[src/logic/vcf_pkg.sv]
// constants and carrier types for the capability bank and field decoder
package vcf_pkg;
  // register indices; byte address is four times the index
  localparam logic [11:0] VCF_IDX_TAG_CAP = 12'h48c;
  localparam logic [11:0] VCF_IDX_FUNC_CAP = 12'h491;
  localparam logic [11:0] VCF_ADDR_TAG_LO = 12'h230; // (48c*4)&fff low word
  localparam logic [31:0] VCF_ADDR_MUL = 32'h00000004;
  // own registers for configuration and decoder access
  localparam logic [15:0] VCF_OFF_CFG = 16'h2000;
  localparam logic [15:0] VCF_OFF_ENC = 16'h2004;
  localparam logic [15:0] VCF_OFF_RES = 16'h2008;
  // capability bit positions
  localparam int VCF_B_XONLY = 0;
  localparam int VCF_B_WALK4 = 6;
  localparam int VCF_B_UC = 8;
  localparam int VCF_B_WB = 14;
  localparam int VCF_B_2M = 16;
  localparam int VCF_B_1G = 17;
  localparam int VCF_B_TFLUSH = 20;
  localparam int VCF_B_AD = 21;
  localparam int VCF_B_ADVEXIT = 22;
  localparam int VCF_B_TF_SINGLE = 25;
  localparam int VCF_B_TF_ALL = 26;
  localparam int VCF_B_GFLUSH = 32;
  localparam int VCF_B_GF_ADDR = 40;
  localparam int VCF_B_GF_SINGLE = 41;
  localparam int VCF_B_GF_ALL = 42;
  localparam int VCF_B_GF_KEEPG = 43;
  // implemented bits mask; everything else reads 0
  localparam logic [63:0] VCF_TAG_CAP_MASK = 64'h00000f0106734141;
  // translation entry bits
  localparam int VCF_E_RD = 0;
  localparam int VCF_E_WR = 1;
  localparam int VCF_E_EX = 2;
  localparam int VCF_E_UEX = 10;
  // encoding fields
  localparam logic [1:0] VCF_W16 = 2'h0;
  localparam logic [1:0] VCF_T_CTL = 2'h0;
  localparam logic [1:0] VCF_T_GST = 2'h2;
  localparam logic [1:0] VCF_T_HST = 2'h3;
  localparam logic [8:0] VCF_I_TAG = 9'h000;
  localparam logic [8:0] VCF_I_NVEC = 9'h001;
  localparam logic [8:0] VCF_I_RIDX = 9'h002;
  localparam logic [8:0] VCF_I_GSEL_LAST = 9'h007;
  localparam logic [8:0] VCF_I_GINT = 9'h008;
  localparam logic [8:0] VCF_I_LOG = 9'h009;
  localparam logic [8:0] VCF_I_HSEL_LAST = 9'h006;
  // field identifiers reported by the decoder
  typedef enum logic [4:0] {
    VCF_F_NONE, VCF_F_TAG, VCF_F_NVEC, VCF_F_RIDX,
    VCF_F_G_ES, VCF_F_G_CS, VCF_F_G_SS, VCF_F_G_DS, VCF_F_G_FS, VCF_F_G_GS, VCF_F_G_LDTR, VCF_F_G_TR,
    VCF_F_GINT, VCF_F_LOG,
    VCF_F_H_ES, VCF_F_H_CS, VCF_F_H_SS, VCF_F_H_DS, VCF_F_H_FS, VCF_F_H_GS, VCF_F_H_TR
  } vcf_field_t;
  // supported execution controls
  typedef struct packed {
    logic tag_en;
    logic posted_int;
    logic ve_exc;
    logic virt_int;
    logic mod_log;
  } vcf_sup_t;
  // decoder result
  typedef struct packed {
    logic valid;
    logic [1:0] width;
    logic [1:0] ftype;
    logic [8:0] index;
    vcf_field_t field;
  } vcf_dec_t;
  // all block state
  typedef struct packed {
    logic [31:0] hrdata;
    logic dphase;
    logic dwrite;
    logic [15:0] daddr;
    logic [31:0] enc;
    vcf_dec_t dec;
    logic entry_fail;
    logic exec_ok;
  } vcf_state_t;
endpackage

[src/logic/vcf_capability_decode.sv]
// capability bank, vm-entry check and field decoder with ahb-lite slave
`timescale 1ns/1ps
// Behaviour
// - tag capability bit 0 high only when execute-only entries are accepted
// - with mode execute on, read/write clear plus bit 10 also executes
// - bit 6 reports four-level walk support
// - bit 8 uncacheable and bit 14 write-back structure types
// - bit 16 allows 2-Mbyte directory pages, bit 17 1-Gbyte pages
// - bits 20, 25, 26 report translation flush and its types
// - bit 21 reports accessed and dirty flag maintenance
// - advanced exit information only when bit 22 reads one
// - bits 32, 40 to 43 report tag flush and its types
// - all reserved capability bits read zero
// - tag capability exists only with bit 63 and bit 33 or 37
// - entry fails when function bit set, enables on, capability bit zero
// - function capability exists only with bit 63 and bit 45
// - every component selected by a 32-bit encoding
// - bits 14:13 zero means a 16-bit field
// - 16-bit fields need bit 0 clear
// - bits 11:10 select control, guest or host type
// - bits 9:1 hold the index within width and type
// - control encodings 0, 2, 4 map to tag, vector, root index
// - guest 800..80e selectors, 810 interrupt status, 812 log index
// - host c00..c0c map to host selectors
// - optional fields decode only when their control is supported
// - bits 31:15 and bit 12 must be zero
module vcf_capability_decode
  import vcf_pkg::*;
#(
  parameter logic [63:0] TAG_CAP_VALUE = 64'h00000f0106734141,
  parameter logic [63:0] FUNC_CAP_VALUE = 64'h0000000000000001
) (
  input wire logic hclk,
  input wire logic hresetn,
  input wire logic clk_en,
  input wire logic hsel,
  input wire logic [31:0] haddr,
  input wire logic [1:0] htrans,
  input wire logic hwrite,
  input wire logic [2:0] hsize,
  input wire logic [31:0] hwdata,
  input wire logic hready,
  output logic hreadyout,
  output logic hresp,
  output logic [31:0] hrdata,
  input wire logic primary_cap63,
  input wire logic secondary_cap33,
  input wire logic secondary_cap37,
  input wire logic secondary_cap45,
  input wire vcf_sup_t supported,
  input wire logic entry_check,
  input wire logic [63:0] func_controls,
  input wire logic act_secondary,
  input wire logic en_vm_func,
  input wire logic mode_exec,
  input wire logic [10:0] entry_bits,
  input wire logic viol_event,
  output logic entry_fail,
  output logic exec_ok,
  output logic adv_exit_info,
  output vcf_dec_t dec_out
);

  // ---------------------------------------------------------------
  // constant capability images
  // ---------------------------------------------------------------
  wire logic [63:0] tag_cap;
  logic [63:0] func_cap;
  logic tag_exists;
  logic func_exists;
  // presence gating of both registers
  assign tag_exists = primary_cap63 & (secondary_cap33 | secondary_cap37);
  assign func_exists = primary_cap63 & secondary_cap45;
  // per-bit image: reserved bits forced to zero whatever the parameter says,
  // so a bad override cannot report a capability the logic does not carry
  for (genvar b = 0; b < 64; b++) begin : g_cap_bit
    if (VCF_TAG_CAP_MASK[b]) begin : g_impl
      assign tag_cap[b] = tag_exists & TAG_CAP_VALUE[b];
    end else begin : g_resv
      assign tag_cap[b] = 1'b0;
    end
  end
  assign func_cap = func_exists ? FUNC_CAP_VALUE : 64'h0;

  // ---------------------------------------------------------------
  // field decode function, used on the software encoding write path
  // ---------------------------------------------------------------
  function automatic vcf_dec_t decode(input logic [31:0] e, input vcf_sup_t s);
    vcf_dec_t d;
    logic ok;
    d.width = e[14:13];
    d.ftype = e[11:10];
    d.index = e[9:1];
    d.field = VCF_F_NONE;
    ok = (e[31:15] == 17'h0) && !e[12] && !e[0];
    if (ok && d.width == VCF_W16) begin
      case (d.ftype)
        VCF_T_CTL: begin
          if (d.index == VCF_I_TAG && s.tag_en) d.field = VCF_F_TAG;
          else if (d.index == VCF_I_NVEC && s.posted_int) d.field = VCF_F_NVEC;
          else if (d.index == VCF_I_RIDX && s.ve_exc) d.field = VCF_F_RIDX;
        end
        VCF_T_GST: begin
          if (d.index <= VCF_I_GSEL_LAST) d.field = vcf_field_t'(5'(VCF_F_G_ES) + d.index[4:0]);
          else if (d.index == VCF_I_GINT && s.virt_int) d.field = VCF_F_GINT;
          else if (d.index == VCF_I_LOG && s.mod_log) d.field = VCF_F_LOG;
        end
        VCF_T_HST: begin
          if (d.index <= VCF_I_HSEL_LAST) d.field = vcf_field_t'(5'(VCF_F_H_ES) + d.index[4:0]);
        end
        default: d.field = VCF_F_NONE;
      endcase
    end
    d.valid = (d.field != VCF_F_NONE);
    return d;
  endfunction

  // ---------------------------------------------------------------
  // state registers
  // ---------------------------------------------------------------
  vcf_state_t st;
  vcf_state_t next_st;
  logic [15:0] aoff;
  logic [31:0] tag_lo_addr;
  logic [31:0] tag_hi_addr;
  logic [31:0] fn_lo_addr;
  logic [31:0] fn_hi_addr;
  logic xonly;
  logic uexec;
  logic [31:0] rd_mux;
  logic addr_ok;
  logic enc_wr;
  logic [31:0] enc_new;
  vcf_dec_t dec_new;
  logic fail_req;
  logic uex_req;

  // byte addresses of the 64-bit registers, low word then high word
  assign tag_lo_addr = 32'(VCF_IDX_TAG_CAP) * VCF_ADDR_MUL;
  assign tag_hi_addr = tag_lo_addr + 32'h4;
  assign fn_lo_addr = 32'(VCF_IDX_FUNC_CAP) * VCF_ADDR_MUL;
  assign fn_hi_addr = fn_lo_addr + 32'h4;
  assign aoff = haddr[15:0];
  // accepted address phase: word transfers only, others are ignored
  assign addr_ok = hsel && hready && htrans[1] && (hsize == 3'h2);
  // encoding write lands in its data phase
  assign enc_wr = st.dphase && st.dwrite && (st.daddr == VCF_OFF_ENC);
  assign enc_new = enc_wr ? hwdata : st.enc;
  assign dec_new = enc_wr ? decode(hwdata, supported) : st.dec;

  // entry permission classification
  assign xonly = !entry_bits[VCF_E_RD] && !entry_bits[VCF_E_WR] && entry_bits[VCF_E_EX] && tag_cap[VCF_B_XONLY];
  assign uex_req = !entry_bits[VCF_E_RD] && !entry_bits[VCF_E_WR] && entry_bits[VCF_E_UEX] && mode_exec;
  assign uexec = uex_req && tag_cap[VCF_B_XONLY];
  // function control bit set with both enables but not allowed
  assign fail_req = entry_check && act_secondary && en_vm_func && ((func_controls & ~func_cap) != 64'h0);

  // ---------------------------------------------------------------
  // register read selection
  // ---------------------------------------------------------------
  // chosen in the address phase so the word stands in its flop for the
  // whole data phase; encoding and result read through a write in flight
  function automatic logic [31:0] read_word(input logic [15:0] a);
    logic [31:0] w;
    w = 32'h0; // unmapped offsets read zero
    if ({16'h0, a} == tag_lo_addr) w = tag_cap[31:0];
    if ({16'h0, a} == tag_hi_addr) w = tag_cap[63:32];
    if ({16'h0, a} == fn_lo_addr) w = func_cap[31:0];
    if ({16'h0, a} == fn_hi_addr) w = func_cap[63:32];
    if (a == VCF_OFF_ENC) w = enc_new;
    if (a == VCF_OFF_RES) w = {dec_new.valid, 15'h0, 3'h0, dec_new.field, dec_new.width, dec_new.ftype, 4'h0};
    if (a == VCF_OFF_CFG) w = {27'h0, supported};
    return w;
  endfunction

  // registered read word comes from this
  always_comb begin
    rd_mux = read_word(aoff);
  end

  // next-state: bus slave, decoder register and entry check
  always_comb begin
    next_st = st;
    next_st.enc = enc_new;
    next_st.dec = dec_new;
    // writes elsewhere fall through: the capability words are read-only
    if (addr_ok && !hwrite) begin
      next_st.hrdata = rd_mux;
    end
    next_st.dphase = addr_ok;
    next_st.dwrite = hwrite;
    next_st.daddr = aoff;
    next_st.entry_fail = fail_req;
    next_st.exec_ok = xonly || uexec;
  end

  // single register for all state
  always_ff @(posedge hclk or negedge hresetn) begin
    if (!hresetn) begin
      st <= '0;
    end else if (clk_en) begin
      st <= next_st;
    end
  end

  // ---------------------------------------------------------------
  // outputs
  // ---------------------------------------------------------------
  assign hreadyout = 1'b1; // zero wait states
  assign hresp = 1'b0;
  assign hrdata = st.hrdata;
  assign entry_fail = st.entry_fail;
  assign exec_ok = st.exec_ok;
  assign adv_exit_info = viol_event && tag_cap[VCF_B_ADVEXIT];
  assign dec_out = st.dec;
endmodule

[config.mk]
export PLATFORM = sky130hd
export DESIGN_NAME = vcf_capability_decode
export DESIGN_NICKNAME = d
export VERILOG_FILES = /design/src/logic/vcf_pkg.sv /design/src/logic/vcf_capability_decode.sv
export SDC_FILE = /design/constraint.sdc
export NUM_CORES = 1
export LEC_CHECK = 0
export BUFFER_PORTS_ARGS = -buffer_cell sky130_fd_sc_hd__buf_2
export CAP_MARGIN = 20
export CORE_UTILIZATION = 25
export CTS_BUF_LIST = sky130_fd_sc_hd__clkbuf_2
export DETAILED_ROUTE_END_ITERATION = 16
export PLACE_DENSITY_LB_ADDON = 0.08
export SLEW_MARGIN = 10
export SYNTH_ARGS = -nofsm -noshare
export SYNTH_HDL_FRONTEND = slang
export SYNTH_SLANG_ARGS = --single-unit
[constraint.sdc]
create_clock -name hclk -period 2.1 [get_ports hclk]
set_input_delay 0.105 -clock hclk [delete_from_list [all_inputs] [get_ports hclk]]
set_output_delay 0.105 -clock hclk [all_outputs]
set_load 0.01 [all_outputs]
# Word level (Yosys, flattened, before mapping)
# Index checks and enable logic that the tools add are counted.
[classes] n_addsub=2 mux=19 magnitude_cmp=2 n_reduce_logical=38 bitwise_logic=5 n_eq_ne=15
[op_table] op="$mux W32" count=7
[op_table] op="$and A64 B64 Y64" count=1
[op_table] op="$eq A16 B13 Y1 const B" count=4
[op_table] op="$eq A16 B14 Y1 const B" count=4
[op_table] op="$not A1 Y64" count=1
[op_table] op="$reduce_bool A64 Y1" count=1
[op_table] op="$mux W27" count=1
[op_table] op="$mux W5" count=5
[op_table] op="$logic_and A1 B1 Y1" count=24
[op_table] op="$mux W19" count=1
[op_table] op="$eq A9 B4 Y1 const B" count=2
[op_table] op="$le A9 B3 Y1 const B" count=2
[op_table] op="$logic_not A17 Y1" count=1
[op_table] op="$pmux W5 S3" count=1
[op_table] op="$eq A9 B1 Y1 const B" count=1
[op_table] op="$eq A9 B2 Y1 const B" count=1
[op_table] op="$logic_not A9 Y1" count=1
[op_table] op="$mux W4" count=2
[op_table] op="$add A3 B5 Y5 const A" count=1
[op_table] op="$add A4 B5 Y5 const A" count=1
[op_table] op="$logic_not A1 Y1" count=5
[op_table] op="$reduce_bool A5 Y1" count=1
[op_table] op="$eq A2 B2 Y1 const B" count=2
[op_table] op="$logic_not A2 Y1" count=2
[op_table] op="other kinds (7)" count=9
[word_totals] out_inout_bits=56 elab_cells=93 register_bits=103 inputBits=164

# Logic depth before layout (Yosys ltp)
[depth] depth_word=11 mapped_depth=8 mapped_depth_nobuf=8

# Least setup slack after synthesis
# No wires, ideal clock.
[synth_path] path_type="reg2reg" from="register st[58] (netlist name)" to="register st, in the netlist hrdata[9]" setup_time_ps=122 synth_period_minus_slack_ps=2160 stages_incl_launch_ff=8 arrival_time_ps=2038 required_time_ps=1978 n_path_buf=1 slack_ps=-60 cell_sequence="dfrtp_1 -> nor4_2 -> nand3b_1 -> or3_1 -> buf_6 -> mux2_4 -> a211o_1 -> a32o_1"
[synth_between] elab_chain_cells=6 word_cells_on_any_way=7 cone_classes="1 x eq/ne; 5 x mux; 1 x reduce/logical"
[synth_lines] item="start, declared" line="vcf_capability_decode.sv:121" source="vcf_state_t st;"
[synth_lines] item="start signal, assigned" line="vcf_capability_decode.sv:202" source="st <= next_st;"
[synth_lines] item="$eq A16 B14 Y1 *" line="vcf_capability_decode.sv:147" source="assign enc_wr = st.dphase && st.dwrite && (st.daddr == VCF_OFF_ENC);"
[synth_lines] item="$logic_and A1 B1 Y1 *" line="vcf_capability_decode.sv:147"
[synth_lines] item="$mux W32" line="vcf_capability_decode.sv:148" source="assign enc_new = enc_wr ? hwdata : st.enc;"
[synth_lines] item="$mux W32" line="vcf_capability_decode.sv:170" source="if (a == VCF_OFF_ENC) w = enc_new;"
[synth_lines] item="$mux W32 *" line="vcf_capability_decode.sv:171" source="if (a == VCF_OFF_RES) w = {dec_new.valid, 15'h0, 3'h0, dec_new.field, dec_new.width, dec_new.ftype, 4'h0};"
[synth_lines] item="$mux W32 *" line="vcf_capability_decode.sv:172" source="if (a == VCF_OFF_CFG) w = {27'h0, supported};"
# Mark *: on every way between the ends. The rest lies on a longest branch, timed or not.
# A chain may end at the register's enable or synchronous reset.

# Final worst setup path
# Same ends and word-level chain as after synthesis.

==> impl_metrics.yaml <==
yosys:
  synth_ff_type: "dfrtp_1"
  syn_nets: 783
  ys_types: 64
  avgSynthCellArea_um2: 9.31
  ys_seq_area_share_pct: 45.2
  ys_async_sr_fraction_pct: 100
  synth_area_mm2: 0.00570
  syn_inst: 612
  synth_edf_count: 0
  yosys_warnings: 0
  ys_ff_latch: 103
grt:
  grt_first_pass_wirelength_um: 29200
  antenna_found_initial: 1
  grt_max_degree: 104
  grt_usage_pct: 15.9
  grt_pass1_vias: 5423
  grt-ovfl-total: 0
routing:
  totalWireLength_um: 19400
  drc: 0
  first_iter_violations: 234
  num_vias: 5289
  first_pass_iters: 5
  antenna_left: 0
  wl_per_cell_um: 16.9
  drt-vias-per-instance: 4.60
setup_path:
  reg2reg_depth: 7
  arrival_ps: 2820
  r2r-end: "hrdata[9]"
  path_class: "reg2reg"
  reg2reg_from: "st[58]"
  crit_path_max_fanout: 5
  cp_cell_sequence: "nor4_2 -> nand3b_1 -> or3_4 -> buf_6 -> mux2_4 -> a211o_1 -> a32o_1"
  cp-end-kind: "flop"
  reg2reg_slack_ps: -170
  cp_slowest_stage_delay_ps: 460
  start_kind: "flop"
  cp_slowest_cell: "dfrtp_1"
  crit_required_ps: 2650
cells_and_area:
  area_delta_synth_final_pct: 44.8
  fin_cells: 1150
  stdcell_area_mm2: 0.00826
  nets: 1035
  final_core_utilization_pct: 37.4
  drive_above_1_share_pct: 42.2
floorplanning:
  die_h_um: 153
  chipWidth_um: 153
  core_mm2: 0.0221
  io_pins: 220
  start_util_pct: 25.8
  num_rows: 54
  fp.dieArea_mm2: 0.0234
worst_hold_path:
  hp-class: "in2async"
pwr:
  p_per_area_mw_per_mm2: 451
  clkPwrFrac_pct: 30.8
  cellLeakagePower_nw: 4.04
  p_int_mw: 2.72
  switchingPower_mw: 0.998
  peakVddDrop_mv: 0.241
  combPwrFrac_pct: 13.7
  seqPwrFrac_pct: 55.5
  swShare_pct: 26.8
timing:
  min_period_over_period_pct: 108
  worst_pin_slew_ps: 589
  max_freq_mhz: 441
  setup_ws_ps: -166
  finalSetupViolations: 13
  layout_min_cycle_time_ps: 2270
  hold_slack_ps: 48.3
  fin_tns_setup_ps: -1100
  finalHoldViolCount: 0
  clock-skew-final_ps: 48.0
  rsz0062_at_grt: "yes"
  slew_viol_final: 0
  relSlewSlack_pct: 60.7
placement:
  placed_area_mm2: 0.00684
  io_buffers: 193
  dp.cells: 1049
  dp_hpwl_um: 14000
  place_congestion: 0.859
clock_tree:
  clkLatencyLatePin_ps: 620
  clkSinkCount: 103
  cts-root-buf: "clkbuf_2"
  cts_tree: "yes"
  clockBufferDepth: 2
  clkTransAtPathRegs_ps: 320
  cts_max_level: 3
  cts_buffers: 9
run:
  maxCapViolations: 0
run_status:
  failed_checks: "negative setup slack"
  status: "finished with violations"
## cell usage in the layout (no fill, tap or decap), types with 3 or more instances in the layout
master	synthesis	routed
buf_2	2	193
nand2_1	171	132
dfrtp_1	103	103
dlygate4sd3_1	0	65
buf_4	54	37
nand2_2	0	32
mux2_2	27	28
mux2i_1	26	24
nor4_1	22	21
o21ai_1	10	19
nor2_1	15	15
nor3_1	15	14
o211ai_1	13	13
inv_1	12	12
o21ai_0	21	11
clkbuf_2	0	9
buf_12	0	9
nand4_1	8	8
buf_6	3	8
nand2_4	1	7
ha_1	7	7
clkbuf_16	0	7
a21oi_1	6	6
nand3_1	5	5
o21a_1	4	4
and2_1	4	3
nand3b_1	3	3
a22oi_2	0	3
a221oi_2	0	3
a211oi_1	4	3
o31ai_1	3	3
## layer usage
metal  up-vias  global-route usage (%)  share of wire [%]
li1       2594                       -                  -
met1      2528                    21.2                 47
met2       154                    27.3                 48
met3        13                    2.86                3.7
met4         0                    2.36                1.1
met5         -                       0                  0
## logic make-up (layout without fill, tap and decap cells)
| logic type | after synthesis | after routing | share of synthesized area (%) |
|---|---|---|---|
| adder cells (fa/ha/maj) | 7 | 7 | 1.54 |
| AO/OA/AOI/OAI | 84 | 84 | 9.92 |
| multiplexers | 55 | 55 | 10.4 |
| other | 2 | 3 | 0.132 |
| AND/OR/NAND/NOR | 268 | 269 | 22.1 |
| flip-flops | 103 | 103 | 45.2 |
| XOR/XNOR | 1 | 1 | 0.154 |
| buffers and inverters | 92 | 348 | 10.6 |
## worst max-delay path, delay by kind of cell, from the launching register on
family	cells	cell delay (ps)
AND/OR/NAND/NOR	3	840
AO/OA/AOI/OAI	2	500
flip-flops	1	460
multiplexers	1	290
buffers and inverters	1	150
## Yosys cell counts, drive strengths merged, types with 4 or more instances
cell type	number	area, um^2
ha	7	87.6
buf	59	449
a22oi	4	30.0
o21a	4	30.0
nand3	5	25.0
clkbuf	20	98.9
o211ai	13	97.6
nand2	172	653
and2	5	32.5
dfrtp	103	2580
nor2	15	56.3
o21ai	31	155
nand4	8	50.1
nor4	23	150
nor3	18	111
inv	12	45.0
mux2i	26	260
a21oi	6	30.0
nand3b	4	33.8
mux2	29	330
a211oi	4	30.0
## flip-flops by register name (all words and copies together) (netlist names)
| signal | cells |
|---|---|
| exec_ok | 1 |
| st | 50 |
| dec_out | 19 |
| entry_fail | 1 |
| hrdata | 32 |
## metrics by stage
step	power, mW	setup WS, ps
final	3.72	-166
after global routing	3.91	-243
after CTS	3.80	-153
after detailed placement	2.51	-194
after global placement	2.50	-228
after floorplan	2.24	8.77
## power groups by stage
stage                     clock network [mW]  registers, mW  logic [mW]
final                                   1.15           2.07       0.509
after global routing                    1.27           2.07       0.561
after CTS                               1.22           2.07       0.512
after detailed placement                   0           2.10       0.414
after global placement                     0           2.09       0.410
after floorplan                            0           2.09       0.153
## area by class of cell
type                    instances  area (um^2)
fillers                      2272        13800
multi-input cells             418         2780
well taps                     280          350
repair buffers                320         2350
clock inverters                 7          101
flip-flops and latches        103         2580
diodes                          1         2.50
clock buffers                   9         45.0
inverters                      12         45.0
## how the worst max path moves through the flow
stage	startpoint	endpoint	slack (ps)	cells after the start
CTS	st[68]	hrdata[9]	-150	7
global route	st[58]	hrdata[9]	-240	7
floorplan	st[68]	hrdata[9]	9	7
finish	st[58]	hrdata[9]	-170	7
global placement	st[59]	hrdata[7]	-230	8
detailed placement	st[59]	hrdata[7]	-190	8
## what timing repair did
action | CTS | global route
setup buffers | 1 | 7
hold endpoints to repair | 202 | 0
pin swaps | 3 | 45
cloned | 0 | 11
hold buffers | 66 | 0
setup endpoints to repair | 13 | 57
gates resized for setup | 14 | 82
No activity file was read; power rests on OpenSTA's default activity.
